$ cat src/rtl/ivec_pkg.sv
/*
 Shared constants, types and decode helpers for the interrupt priority and
 vectoring block. Assumes a single pclk domain and one machine cycle per pclk.
*/
package ivec_pkg;

	// Sources are numbered in polling order; source i belongs to group i/2
	localparam int NSRC = 11;
	localparam int NGRP = 6;
	localparam int NFLG = 13;

	// APB byte offsets
	localparam logic [7:0] OFS_ENABLE = 8'h00;
	localparam logic [7:0] OFS_PRIO_LO = 8'h04;
	localparam logic [7:0] OFS_PRIO_HI = 8'h08;
	localparam logic [7:0] OFS_FLAGS = 8'h0c;
	localparam logic [7:0] OFS_STATUS = 8'h10;

	// Field positions
	localparam int EXT6_BIT = 10;
	localparam int XFER_BIT = 11;
	localparam int SEC_BIT = 12;
	localparam int WATCHDOG_STATUS_BIT_BIT = 6;

	// Reset values
	localparam logic [NFLG-1:0] ENABLE_RST = 13'h0000;
	localparam logic [NFLG-1:0] FLAGS_RST = 13'h0000;
	localparam logic [NGRP-1:0] PRIO_RST = 6'h00;
	localparam logic [3:0] ISR_RST = 4'h0;

	// Long call takes six cycles after the detect cycle
	localparam int CALL_CYCLES = 6;
	localparam logic [2:0] CALL_CNT_INIT = 3'(CALL_CYCLES - 1);

	// Flags cleared by hardware on handler entry (ext0..5, timers)
	localparam logic [NSRC-1:0] AUTOCLR_MASK = 11'h2fd;

	// Vector per source, polling order
	localparam logic [15:0] VEC_TAB [NSRC] = '{
		16'h0003, 16'h0083, 16'h000b, 16'h004b, 16'h0013, 16'h0053,
		16'h001b, 16'h005b, 16'h0023, 16'h0063, 16'h006b};

	typedef enum logic [0:0] {
		ST_IDLE = 1'b0,
		ST_CALL = 1'b1
	} ivec_state_t;

	// Peripheral event pulses; src holds polling slots 0..9
	typedef struct packed {
		logic       sec;
		logic       xfer;
		logic [9:0] src;
	} ivec_evt_t;

	// Toward the core: call pulse with level and vector
	typedef struct packed {
		logic        call;
		logic [1:0]  lvl;
		logic [15:0] vec;
	} ivec_core_t;

	// Level of a source: high bit from the high register, low from the low
	function automatic logic [1:0] ivec_lvl(
		input logic [NGRP-1:0] hi,
		input logic [NGRP-1:0] lo,
		input logic [3:0]      idx
	);
		logic [2:0] g;
		g = idx[3:1];
		return {hi[g], lo[g]};
	endfunction : ivec_lvl

endpackage : ivec_pkg

$ cat src/rtl/ivec_arbiter.sv
/*
 Combinational priority resolver: picks the pending source with the highest
 level, earliest in polling order on a tie. Assumes inputs are registered.
*/
`timescale 1ns/100ps
module ivec_arbiter
	import ivec_pkg::*;
(
	input  wire logic [ivec_pkg::NSRC-1:0] pend,
	input  wire logic [ivec_pkg::NGRP-1:0] prio_hi,
	input  wire logic [ivec_pkg::NGRP-1:0] prio_lo,
	output logic                           win_ok,
	output logic [3:0]                     win_idx,
	output logic [1:0]                     win_lvl
);
	import ivec_pkg::*;

	logic [1:0] src_lvl [NSRC];

	// Per-source level from its group's bit pair
	genvar gi;
	generate
		for (gi = 0; gi < NSRC; gi++)
		begin : g_lvl
			assign src_lvl[gi] = ivec_lvl(prio_hi, prio_lo, 4'(gi));
		end
	endgenerate

	// Scan last to first so an equal level earlier in order overrides
	always_comb
	begin
		win_ok = 1'b0;
		win_idx = 4'h0;
		win_lvl = 2'h0;
		for (int i = NSRC - 1; i >= 0; i--)
		begin
			if (pend[i] && (!win_ok || src_lvl[i] >= win_lvl))
			begin
				win_ok = 1'b1;
				win_idx = 4'(i);
				win_lvl = src_lvl[i];
			end
		end
	end

endmodule : ivec_arbiter

$ cat src/rtl/ivec_ctrl.sv
/*
 Interrupt priority and vectoring controller with APB register access.
 Assumes one pclk domain, a core that pulses reti_i once per handler return,
 and APB masters that follow the usual setup and access sequence.
*/
// The APB register port and the placing of the registers were left to the implementer.
// Overview of operation
// - Eleven sources form six priority groups
// - Each group level from two register bits
// - Bit pair high first, 11 is highest
// - Equal-level ties go to polling order
// - Fixed polling order ext0 through ext6
// - Source requests only while its enable set
// - Own flags; ext0-5 cleared on entry
// - Transfer and tick ORed onto ext6
// - Vectors for ext0, timers, ext1, serial0
// - Vectors for serial1, ext2 through ext6
// - Watchdog status bit has no effect
// - No take while equal/higher service runs
// - Response is detect plus six cycles
`timescale 1ns/100ps
module ivec_ctrl
	import ivec_pkg::*;
(
	input  wire logic                pclk,
	input  wire logic                presetn,
	input  wire logic [7:0]          paddr,
	input  wire logic                psel,
	input  wire logic                penable,
	input  wire logic                pwrite,
	input  wire logic [31:0]         pwdata,
	output logic [31:0]              prdata,
	output logic                     pready,
	output logic                     pslverr,
	input  wire ivec_pkg::ivec_evt_t evt_i,
	input  wire logic                reti_i,
	output ivec_pkg::ivec_core_t     core_o,
	output logic                     irq_o
);
	import ivec_pkg::*;

	logic [NFLG-1:0] en_r;
	logic [NFLG-1:0] flg_r;
	logic [NFLG-1:0] flg_nxt;
	logic [NGRP-1:0] plo_r;
	logic [NGRP-1:0] phi_r;
	logic            watchdog_status_bit_r;
	logic [3:0]      isr_r;
	logic [3:0]      isr_nxt;
	ivec_state_t     st_r;
	logic [2:0]      cnt_r;
	logic [3:0]      idx_r;
	logic [1:0]      lvl_r;
	logic            ext6_prev_r;
	logic [31:0]     prdata_r;
	logic            pready_r;
	logic            pslverr_r;
	logic            irq_r;
	ivec_core_t      core_r;

	logic            acc;
	logic            wr;
	logic            mapped;
	logic            ext6_lvl;
	logic            ext6_rise;
	logic [NSRC-1:0] pend;
	logic            win_ok;
	logic [3:0]      win_idx;
	logic [1:0]      win_lvl;
	logic [2:0]      top;
	logic            take;
	logic            enter;

	// Highest level in service: {found, level}
	function automatic logic [2:0] top_level(input logic [3:0] v);
		logic [2:0] r;
		r = 3'h0;
		for (int l = 0; l < 4; l++)
		begin
			if (v[l])
			begin
				r = {1'b1, 2'(l)};
			end
		end
		return r;
	endfunction : top_level

	// One-hot of a level
	function automatic logic [3:0] lvl_bit(input logic [1:0] l);
		return 4'h1 << l;
	endfunction : lvl_bit

	// Address decode, shared by write and error logic
	function automatic logic is_mapped(input logic [7:0] a);
		return a == OFS_ENABLE || a == OFS_PRIO_LO || a == OFS_PRIO_HI ||
			a == OFS_FLAGS || a == OFS_STATUS;
	endfunction : is_mapped

	// APB access phase completes in the cycle pready_r is high
	assign acc = psel && penable && pready_r;
	assign wr = acc && pwrite && is_mapped(paddr);
	assign mapped = is_mapped(paddr);

	// Registered pready gives exactly one access cycle, no extra wait
	always_ff @(posedge pclk or negedge presetn)
	begin
		if (!presetn)
		begin
			pready_r <= 1'b0;
			pslverr_r <= 1'b0;
		end
		else
		begin
			pready_r <= psel && !penable;
			pslverr_r <= psel && !penable && !mapped;
		end
	end

	// Read data is captured at the setup edge so it is stable in access
	always_ff @(posedge pclk or negedge presetn)
	begin
		if (!presetn)
		begin
			prdata_r <= 32'h0000_0000;
		end
		else if (psel && !penable && !pwrite)
		begin
			case (paddr)
				OFS_ENABLE: prdata_r <= {19'h0, en_r};
				OFS_PRIO_LO: prdata_r <= {25'h0, watchdog_status_bit_r, plo_r};
				OFS_PRIO_HI: prdata_r <= {26'h0, phi_r};
				OFS_FLAGS: prdata_r <= {19'h0, flg_r};
				OFS_STATUS: prdata_r <= {16'h0, core_r.vec[7:0], 2'h0,
					lvl_r, 1'b0, st_r == ST_CALL, isr_r[1:0] != 2'h0, |isr_r};
				default: prdata_r <= 32'h0000_0000;
			endcase
		end
	end

	// Enable and priority registers
	always_ff @(posedge pclk or negedge presetn)
	begin
		if (!presetn)
		begin
			en_r <= ENABLE_RST;
			plo_r <= PRIO_RST;
			phi_r <= PRIO_RST;
			watchdog_status_bit_r <= 1'b0;
		end
		else if (wr)
		begin
			if (paddr == OFS_ENABLE)
			begin
				en_r <= pwdata[NFLG-1:0];
			end
			if (paddr == OFS_PRIO_LO)
			begin
				plo_r <= pwdata[NGRP-1:0];
				watchdog_status_bit_r <= pwdata[WATCHDOG_STATUS_BIT_BIT];
			end
			if (paddr == OFS_PRIO_HI)
			begin
				phi_r <= pwdata[NGRP-1:0];
			end
		end
	end

	// Ext6 fires on the rising edge of the enabled transfer/tick OR
	assign ext6_lvl = (flg_r[XFER_BIT] && en_r[XFER_BIT]) ||
		(flg_r[SEC_BIT] && en_r[SEC_BIT]);
	assign ext6_rise = ext6_lvl && !ext6_prev_r;

	always_ff @(posedge pclk or negedge presetn)
	begin
		if (!presetn)
		begin
			ext6_prev_r <= 1'b0;
		end
		else
		begin
			ext6_prev_r <= ext6_lvl;
		end
	end

	// Flags: hardware set wins over auto-clear and software write-one-clear
	always_comb
	begin
		flg_nxt = flg_r;
		if (wr && paddr == OFS_FLAGS)
		begin
			flg_nxt = flg_nxt & ~pwdata[NFLG-1:0];
		end
		if (enter && AUTOCLR_MASK[idx_r])
		begin
			flg_nxt[idx_r] = 1'b0;
		end
		flg_nxt = flg_nxt | {evt_i.sec, evt_i.xfer, ext6_rise, evt_i.src};
	end

	always_ff @(posedge pclk or negedge presetn)
	begin
		if (!presetn)
		begin
			flg_r <= FLAGS_RST;
		end
		else
		begin
			flg_r <= flg_nxt;
		end
	end

	// Only enabled flags compete
	assign pend = flg_r[NSRC-1:0] & en_r[NSRC-1:0];

	ivec_arbiter u_arb (
		.pend    (pend),
		.prio_hi (phi_r),
		.prio_lo (plo_r),
		.win_ok  (win_ok),
		.win_idx (win_idx),
		.win_lvl (win_lvl)
	);

	// Take only above the level now in service
	assign top = top_level(isr_r);
	assign take = st_r == ST_IDLE && win_ok &&
		(!top[2] || win_lvl > top[1:0]);
	assign enter = st_r == ST_CALL && cnt_r == 3'h0;

	// Detect cycle then six call cycles; choice is frozen during the call
	always_ff @(posedge pclk or negedge presetn)
	begin
		if (!presetn)
		begin
			st_r <= ST_IDLE;
			cnt_r <= 3'h0;
			idx_r <= 4'h0;
			lvl_r <= 2'h0;
		end
		else
		begin
			case (st_r)
				ST_IDLE:
				begin
					if (take)
					begin
						st_r <= ST_CALL;
						cnt_r <= CALL_CNT_INIT;
						idx_r <= win_idx;
						lvl_r <= win_lvl;
					end
				end
				ST_CALL:
				begin
					if (cnt_r == 3'h0)
					begin
						st_r <= ST_IDLE;
					end
					else
					begin
						cnt_r <= cnt_r - 3'h1;
					end
				end
				default: st_r <= ST_IDLE;
			endcase
		end
	end

	// Service levels: return ends the top level, entry opens a new one
	always_comb
	begin
		isr_nxt = isr_r;
		if (reti_i && top[2])
		begin
			isr_nxt = isr_nxt & ~lvl_bit(top[1:0]);
		end
		if (enter)
		begin
			isr_nxt = isr_nxt | lvl_bit(lvl_r);
		end
	end

	always_ff @(posedge pclk or negedge presetn)
	begin
		if (!presetn)
		begin
			isr_r <= ISR_RST;
		end
		else
		begin
			isr_r <= isr_nxt;
		end
	end

	// Call pulse to the core with the fixed vector of the source
	always_ff @(posedge pclk or negedge presetn)
	begin
		if (!presetn)
		begin
			core_r <= '0;
		end
		else
		begin
			core_r.call <= enter;
			if (enter)
			begin
				core_r.lvl <= lvl_r;
				core_r.vec <= VEC_TAB[idx_r];
			end
		end
	end

	// Level interrupt: any enabled flag still set
	always_ff @(posedge pclk or negedge presetn)
	begin
		if (!presetn)
		begin
			irq_r <= 1'b0;
		end
		else
		begin
			irq_r <= |(flg_r & en_r);
		end
	end

	assign prdata = prdata_r;
	assign pready = pready_r;
	assign pslverr = pslverr_r;
	assign core_o = core_r;
	assign irq_o = irq_r;

	// Helper for priority checks
	logic higher_pend;
	always_comb
	begin
		higher_pend = 1'b0;
		for (int i = 0; i < NSRC; i++)
		begin
			if (pend[i] && ivec_lvl(phi_r, plo_r, 4'(i)) > win_lvl)
			begin
				higher_pend = 1'b1;
			end
		end
	end
endmodule : ivec_ctrl

$ cat config.mk
export PLATFORM = sky130hd
export DESIGN_NAME = ivec_ctrl
export DESIGN_NICKNAME = d
export VERILOG_FILES = /design/src/rtl/ivec_pkg.sv /design/src/rtl/ivec_arbiter.sv /design/src/rtl/ivec_ctrl.sv
export SDC_FILE = /design/constraint.sdc
export NUM_CORES = 1
export LEC_CHECK = 0
export BUFFER_PORTS_ARGS = -buffer_cell sky130_fd_sc_hd__clkbuf_2
export CAP_MARGIN = 20
export CORE_MARGIN = 2
export CORE_UTILIZATION = 50
export CTS_CLUSTER_SIZE = 24
export DETAILED_ROUTE_END_ITERATION = 8
export GPL_TIMING_DRIVEN = 0
export HOLD_SLACK_MARGIN = 0.12
export MAX_ROUTING_LAYER = met4
export PLACE_DENSITY = 0.78
export SETUP_SLACK_MARGIN = 0.1
export SYNTH_ARGS = -nofsm -noshare
export SYNTH_HDL_FRONTEND = slang
export SYNTH_HIERARCHICAL = 1
export SYNTH_SLANG_ARGS = --single-unit
$ cat constraint.sdc
create_clock -name pclk -period 14.4 [get_ports pclk]
set_input_delay 2.16 -clock pclk [delete_from_list [all_inputs] [get_ports pclk]]
set_output_delay 2.16 -clock pclk [all_outputs]
set_load 0.01 [all_outputs]
==> results of run 1 <==
==> placed cells by master (no fill, tap or decap), drive strengths merged, types with 7 or more instances in the layout <==
cell type	n
o21ai	33
o31ai	7
ha	22
a22oi	11
a31o	8
nand2b	19
nor2b	7
inv	21
buf	52
a21oi	20
dfrtp	82
and2	19
clkbuf	87
mux2	43
a21o	8
nand2	70
conb	25
nor2	20
==> final cells by class <==
class,count,area share
plain buffers,42,0.0437
clock buffers,11,0.0231
clock inverters,5,0.0127
inverters,22,0.0135
multi-input cells,386,0.461
flip-flops and latches,82,0.335
well taps,133,0.0272
repair buffers,86,0.0837
==> cells by family after synthesis <==
kind of cell | after synthesis | share of synthesized area
AOI/OAI and AO/OA | 115 | 0.158
xor gates and xnor gates | 1 | 0.00176
adders and majority gates | 22 | 0.0553
buffers and inverters | 64 | 0.0704
DFF | 82 | 0.412
muxes | 50 | 0.118
other | 1 | 0.000753
and+or+nand+nor | 173 | 0.184
==> routing by layer <==
metal  up-vias  track usage  routed length, um
li1       2009            -                  -
met1      2084        0.321               5560
met4         0       0.0782                323
met5         -            -                  0
met2       197        0.410               6780
met3        40       0.0548                868
==> worst reg2reg max path, delay by kind of cell (launching register included) <==
family / cells / cell delay, ps
simple gates: 24 / 3170
flops: 1 / 370
compound gates: 23 / 4200
mux: 8 / 2430
buf+inv: 5 / 510
fa+ha+maj: 11 / 2990
==> sequential cells by signal, indices dropped and copies added, names as in the netlist, 2 cells and up <==
register  cells
cnt_r         3
idx_r         4
plo_r         6
isr_r         4
en_r         13
lvl_r         2
phi_r         6
flg_r        13
prdata       16
core_o        9
==> through the flow <==
| stage | hold WS, ps | area (um^2) | instances | TNS, ps |
|---|---|---|---|---|
| after global placement | 399 | 5560 | 730 | -1090 |
| after global routing | 443 | 6130 | 767 | -374 |
| after CTS | 437 | 5870 | 750 | 0 |
| final | 429 | 6130 | 767 | 0 |
| after floorplan | 393 | 5070 | 532 | 0 |
| after detailed placement | 429 | 5590 | 731 | -6550 |
==> power groups by stage <==
stage | clock network (mW) | registers (mW) | logic (mW)
after floorplan | 0 | 0.251 | 0.0436
final | 0.186 | 0.247 | 0.0735
after global placement | 0 | 0.251 | 0.0665
after global routing | 0.195 | 0.248 | 0.0822
after detailed placement | 0 | 0.252 | 0.0712
after CTS | 0.188 | 0.247 | 0.0724
==> repair_timing <==
action	in CTS	in global routing
pin swaps	2	15
buffers inserted	3	17
gates resized for setup	8	31
hold buffers	0	0
endpoints found under the setup margin	10	10
==> path summary, 6_finish.rpt <==
check | endpoint | slack, ps
max reg2reg | idx_r[1]$_DFFE_PN0P_ | 610
min in group asynchronous | isr_r[2]$_DFF_PN0_ | 1710
max in group asynchronous | prdata[10]$_DFFE_PN0P_ | 12090
min | flg_r[10]$_DFF_PN0_ | 430
max | idx_r[1]$_DFFE_PN0P_ | 610
min reg2reg | flg_r[10]$_DFF_PN0_ | 430
==> out/qor.csv, run 1 <==
metric;value;unit
ys_top_cells_by_area;dfrtp_1 (41%), mux2_2 (7.9%), ha_1 (5.5%), nand2_1 (5.3%), buf_4 (3.9%);
async_reset_ff_frac;1.00;
ff_latch_area;2050;um^2
setup_violations;0;
grt_util_all_layers;0.253;
grt_max_degree;63;
die_h;104;um
nNetsFinal;709;
peakVddDrop;0.102;mV
max_clock_freq;72.5;MHz
holdPathStages;1;
synthesis.area;4980;um^2
slew_headroom;0.441;
switching_share;0.263;
p_per_area;82.7;nW/um^2
drive_above_1_share;0.347;
comb_power_share;0.145;
path_max_fanout;9;
cap_viol_max_count;0;
grt_pass1_wl;21300;um
crit_buf_inv;5;
min_period;13790;ps
path_clk_slew;80;ps
cp_common_cell;ha_1;
diodes;0;
synth_edf_count;0;
avgSynthCellArea;9.80;um^2
ys_top_cells_by_count;dfrtp_1 (82), nand2_1 (70), mux2_2 (35);
ys_seq_area_frac;0.412;
switching_power;133;uW
multi_input_area;2830;um^2
ios;112;
synth_top_cell_by_area;dfrtp_1;
numPortBuffers;65;
p_leak;2.96;nW
slowest_stage;mux2_2;
period_share;0.957;
grt_overflow;0;
power;507;uW
maxSlewViolCount;0;
clkLatencyLatePin;370;ps
postSynthCellCount;508;
die_area;10800;um^2
critical-path-top-delay-family;compound AO/OA/AOI/OAI gates;
drt_iter0_markers;367;
grt_pass1_vias;4206;
worstReg2RegStart;en_r[10]$_DFFE_PN0P_;
power_frac_seq;0.488;
cp.arrival;14040;ps
dr.pass1.iters;6;
yosysTopAreaCellShare;0.412;
routed_wl;13500;um
crit_path_start_kind;register;
cp-startpoint;en_r[10]$_DFFE_PN0P_;
place_congestion;0.948;
hpwl;10000;um
place_ws;-785;ps
wl_per_cell;17.6;um
die_w;104;um
synth_most_common_cell;dfrtp_1;
cts.path.max_buffers;2;
critPathRequiredTime;14650;ps
timing.reg2reg.worst_path_depth;71;
finClkSkew;9.18;ps
cp.depth;71;
worstHoldStart;ext6_prev_r$_DFF_PN0_;
layout_setup_ws;613;ps
worstHoldPathType;register to register;
fin_util;0.630;
outcome;finished, final reports clean;
cts-root-buf;clkbuf_8;
crit_type;register to register;
antenna_found_initial;0;
cts_inserted_buffers;9;
endpoint_kind;register;
syn_to_final_growth;23.1;%
synth_ff_type;dfrtp_1;
vias_per_cell;5.65;
worstMarginPinSlew;836;ps
cts_tree;yes;
vias;4330;
core-area;9730;um^2
ys_ff_latch;82;
antenna_left;0;
clock_sinks;82;
critPathMaxStageDelay;380;ps
hold_viol;0;
drc;0;
internal_power;373;uW
p_clk_frac;0.367;
ys_types;63;
cts_max_level;3;
initial_core_util;0.512;
ys_warn_count;6;
placementRows;36;
fill_cells;805;
No activity file was read; power rests on OpenSTA's default activity.
==> run 2, diff against run 1 <==
- CORE_UTILIZATION: 50 -> 49
- GPL_ROUTABILITY_DRIVEN: not set -> 0
- GPL_TIMING_DRIVEN: 0 -> not set
- PLACE_DENSITY: 0.78 -> 0.77
- SYNTH_HIERARCHICAL: 1 -> not set
==> out/qor.csv, run 2 <==
metric;value;unit
die_h;103;um
finClkSkew;17.8;ps
largest_register_ffs;16;
endpoint_kind;register;
cap_viol_max_count;0;
vias_per_cell;5.71;
period_share;0.969;
grt_util_all_layers;0.231;
grt_pass1_vias;3755;
dr.pass1.iters;7;
hpwl;8700;um
cp_common_cell;ha_1;
slowest_stage;dfrtp_2;
ios;112;
cts_tree;yes;
grt_max_degree;83;
crit_type;register to register;
path_clk_slew;90;ps
drt_iter0_markers;307;
outcome;finished, final reports clean;
p_leak;2.64;nW
cts_max_level;3;
hold_viol;0;
ys_seq_area_frac;0.428;
fin_cells;738;
ys_ff_latch;82;
die_area;10600;um^2
synth_edf_count;0;
numPortBuffers;67;
fin_util;0.586;
cts_inserted_buffers;9;
synthesis.area;4800;um^2
ys_types;58;
antenna_left;0;
final_common_cell;dfrtp_1;
vias;4214;
slew_headroom;0.243;
antenna_found_initial;0;
maxSlewViolCount;0;
worstHoldPathType;register to register;
yosysTopAreaCellShare;0.428;
clock_sinks;82;
routed_wl;12500;um
async_reset_ff_frac;1.00;
initial_core_util;0.498;
die_w;103;um
ys_top_cells_by_count;dfrtp_1 (82), nand2_1 (68), nor2_1 (51);
wl_per_cell;17.0;um
drc;0;
peakVddDrop;0.0436;mV
final_cell_mix;dfrtp_1 (80), nand2_1 (68), clkbuf_2 (66);
drive_above_1_share;0.284;
p_per_area;96.6;nW/um^2
grt_pass1_wl;18300;um
nNetsFinal;680;
max_clock_freq;71.6;MHz
crit_path_start_kind;register;
postSynthCellCount;515;
place_inst;701;
worstMarginPinSlew;1130;ps
cp.arrival;14250;ps
placementRows;36;
critPathMaxStageDelay;470;ps
avgSynthCellArea;9.31;um^2
cts-root-buf;clkbuf_8;
min_period;13960;ps
clkLatencyLatePin;370;ps
synth_top_cell_by_area;dfrtp_1;
syn_to_final_growth;17.8;%
critPathRequiredTime;14690;ps
ys_top_cells_by_area;dfrtp_1 (43%), mux2_2 (6.6%), ha_1 (5.7%), nand2_1 (5.3%), buf_4 (4.1%);
setup_violations;0;
cts.path.max_buffers;2;
synth_most_common_cell;dfrtp_1;
grt_overflow;0;
core-area;9640;um^2
path_max_fanout;6;
ys_warn_count;0;
diodes;0;
synth_ff_type;dfrtp_1;
-- run 2: logic make-up (layout without fill, tap and decap cells) --
group / after synthesis / count (layout) / share of synthesized area
simple gates: 181 / 181 / 0.173
compound gates: 124 / 124 / 0.179
flops: 82 / 82 / 0.428
buf+inv: 66 / 132 / 0.0720
mux: 38 / 38 / 0.0876
fa+ha+maj: 23 / 23 / 0.0597
other cells: 1 / 25 / 0.000782
-- run 2: where the power goes --
part | internal [mW] | switching (mW)
clock | 0.0648 | 0.0910
combinational | 0.0450 | 0.0667
sequential | 0.254 | 0.0239
total | 0.364 | 0.182
-- run 2: area by class of cell --
cell class / instances / area (um^2)
clock inverter: 6 / 50.0
tap: 133 / 166
clock buffer: 10 / 128
fill: 821 / 3990
multi-input combinational: 391 / 2600
timing repair buffer: 94 / 564
inverter: 22 / 82.6
sequential: 82 / 2050
-- run 2: final timing paths --
check / cells after the start / to / from / slack, ps
max: 66 / lvl_r[0]$_DFFE_PN0P_ / flg_r[10]$_DFF_PN0_ / 440
max reg2reg: 66 / lvl_r[0]$_DFFE_PN0P_ / flg_r[10]$_DFF_PN0_ / 440
min: 1 / flg_r[10]$_DFF_PN0_ / ext6_prev_r$_DFF_PN0_ / 410
min reg2reg: 1 / flg_r[10]$_DFF_PN0_ / ext6_prev_r$_DFF_PN0_ / 410
min in group asynchronous: 1 / prdata[7]$_DFFE_PN0P_ / presetn / 1670
max in group asynchronous: 2 / flg_r[0]$_DFF_PN0_ / presetn / 12150
-- run 2: through the flow --
stage / power, mW / setup WS (ps) / instance area [um^2] / hold WS [ps] / setup TNS [ps]
6_report: 0.545 / 442 / 5650 / 412 / 0
4_1_cts: 0.544 / 151 / 5380 / 421 / 0
3_5_place_dp: 0.390 / -27.1 / 5190 / 414 / -27.1
2_1_floorplan: 0.351 / 1240 / 4890 / 393 / 0
3_3_place_gp: 0.384 / 457 / 5180 / 402 / 0
5_1_grt: 0.577 / -270 / 5650 / 434 / -1050
-- run 2: per-layer routing --
| metal | track usage | vias up | wire, um | part of all wire |
|---|---|---|---|---|
| li1 | - | 1956 | - | - |
| met1 | 0.314 | 2000 | 5400 | 0.43 |
| met2 | 0.348 | 213 | 5690 | 0.45 |
| met3 | 0.0325 | 45 | 922 | 0.074 |
| met4 | 0.0951 | 0 | 507 | 0.041 |
| met5 | - | - | 0 | 0 |
-- run 2: worst max-delay path, delay by kind of cell, from the launching register on --
family / cells / cell delay, ps
compound gates: 24 / 4310
simple gates: 23 / 3790
fa+ha+maj: 12 / 3260
mux: 6 / 1910
flops: 1 / 470
buf+inv: 1 / 120
-- run 2: timing repair --
item | CTS | global route
hold buffers | 0 | 0
endpoints found under the setup margin | 5 | 10
cloned | 0 | 0
pin swaps | 0 | 12
hold endpoints to repair | 0 | 0
buffers inserted | 0 | 19
gates resized for setup | 2 | 20
==> run 3, diff against run 2 <==
- CAP_MARGIN: 20 -> 10
- CORE_UTILIZATION: 49 -> 50
- CTS_BUF_LIST: not set -> sky130_fd_sc_hd__clkbuf_8 sky130_fd_sc_hd__clkbuf_16
- PLACE_DENSITY: 0.77 -> 0.78
- SYNTH_HIERARCHICAL: not set -> 1
==> out/qor.csv, run 3 (same netlist as run 1, synthesis figures left out) <==
metric;value;unit
final_common_cell;dfrtp_1;
p_clk_frac;0.379;
cp_common_cell;ha_1;
antenna_left;0;
peakVddDrop;0.0828;mV
nNetsFinal;667;
antenna_found_initial;0;
drive_above_1_share;0.296;
cts_max_level;3;
cts.path.max_buffers;2;
routed_wl;12800;um
hpwl;9100;um
finalSetupTns;0;ps
worstMarginPinSlew;1000;ps
switching_power;127;uW
path_max_fanout;9;
syn_to_final_growth;15.5;%
die_w;104;um
place_inst;694;
crit_path_start_kind;register;
grt_pass1_vias;4086;
p_per_area;86.6;nW/um^2
grt_max_degree;83;
grt_util_all_layers;0.242;
diodes;0;
maxSlewViolCount;0;
drt_iter0_markers;271;
path_clk_slew;80;ps
die_area;10800;um^2
die_h;104;um
clkLatencyLatePin;360;ps
vias;4194;
fin_cells;725;
slowest_stage;dfrtp_1;
power_frac_seq;0.496;
p_leak;2.76;nW
cp.arrival;14000;ps
internal_power;370;uW
largest_register_ffs;16;
ios;112;
vias_per_cell;5.78;
final_cell_mix;dfrtp_1 (82), nand2_1 (67), clkbuf_2 (66);
wl_per_cell;17.6;um
post_dp_cell_area;5330;um^2
max_clock_freq;72.6;MHz
grt_overflow;0;
dr.pass1.iters;4;
switching_share;0.256;
comb_power_share;0.125;
core-area;9730;um^2
worstHoldPathType;register to register;
outcome;finished, final reports clean;
initial_core_util;0.512;
setup_violations;0;
cap_viol_max_count;0;
clock_sinks;82;
fill_cells;840;
period_share;0.956;
final_cell_area;5750;um^2
hold_viol;0;
cts-root-buf;clkbuf_8;
critPathRequiredTime;14640;ps
numPortBuffers;67;
grt_pass1_wl;20300;um
cts_inserted_buffers;9;
cts_tree;yes;
critPathMaxStageDelay;410;ps
endpoint_kind;register;
crit_type;register to register;
slew_headroom;0.331;
finClkSkew;13.4;ps
drc;0;
cts_hold_buffers;0;
min_period;13770;ps
placementRows;36;
-- run 3: cell types whose count changed in the layout (fill, tap and decap cells not counted), sizes merged, moves of 7 or more --
cell   change
o22ai      -7
a21oi     -12
buf        -8
mux2      +14
nor2      -31
and2      +16
o21ai     +10
-- run 3: cell type report --
type | instances | area (um^2) | share of cell area
tap | 133 | 166 | 0.0289
sequential | 82 | 2050 | 0.357
multi-input combinational | 386 | 2740 | 0.477
clock buffer | 11 | 151 | 0.0263
timing repair buffer | 86 | 480 | 0.0836
inverter | 22 | 82.6 | 0.0144
clock inverter | 5 | 77.6 | 0.0135
-- run 3: path summary, 6_finish.rpt --
kind,startpoint,endpoint,slack (ps),cells after the start
worst min-delay path,ext6_prev_r$_DFF_PN0_,flg_r[10]$_DFF_PN0_,420,1
worst max-delay path,flg_r[10]$_DFF_PN0_,idx_r[1]$_DFFE_PN0P_,630,71
max in group asynchronous,presetn,phi_r[0]$_DFFE_PN0P_,11790,1
worst max register to register,flg_r[10]$_DFF_PN0_,idx_r[1]$_DFFE_PN0P_,630,71
worst min register to register,ext6_prev_r$_DFF_PN0_,flg_r[10]$_DFF_PN0_,420,1
min in group asynchronous,presetn,core_o[18]$_DFF_PN0_,1970,1
-- run 3: metal layers --
layer / vias to the layer above / global-route usage / wire length, um
met5: - / - / 0
met4: 0 / 0.0763 / 255
met3: 22 / 0.0510 / 797
met2: 186 / 0.388 / 6350
met1: 2054 / 0.310 / 5360
li1: 1932 / - / -
-- run 3: metrics by stage --
| stage | total power, mW | utilization | setup WS, ps | hold WS, ps |
|---|---|---|---|---|
| 6_report | 0.498 | 0.591 | 634 | 420 |
| 5_1_grt | 0.519 | 0.591 | -86.8 | 439 |
| 4_1_cts | 0.499 | 0.575 | 126 | 422 |
| 3_5_place_dp | 0.313 | 0.548 | -381 | 413 |
| 3_3_place_gp | 0.310 | 0.548 | 237 | 403 |
| 2_1_floorplan | 0.294 | - | 1050 | 393 |
-- run 3: power by group through the flow --
stage | Combinational (mW) | Clock, mW | Sequential (mW)
4_1_cts | 0.0622 | 0.190 | 0.247
3_3_place_gp | 0.0590 | 0 | 0.251
5_1_grt | 0.0697 | 0.201 | 0.248
6_report | 0.0624 | 0.189 | 0.247
2_1_floorplan | 0.0436 | 0 | 0.251
3_5_place_dp | 0.0614 | 0 | 0.251
-- run 3: timing repair --
item / in CTS / in global routing
endpoints found under the setup margin: 10 / 10
setup buffers: 2 / 13
pin swaps: 1 / 13
cloned: 0 / 0
gates resized for setup: 3 / 15
-- run 3: critical path: cells and delay by family (launching register included) --
family | cells | cell delay [ps]
buf+inv | 6 | 700
simple gates | 23 | 3170
fa+ha+maj | 11 | 3010
compound gates | 24 | 4190
mux | 7 | 2130
flops | 1 | 410
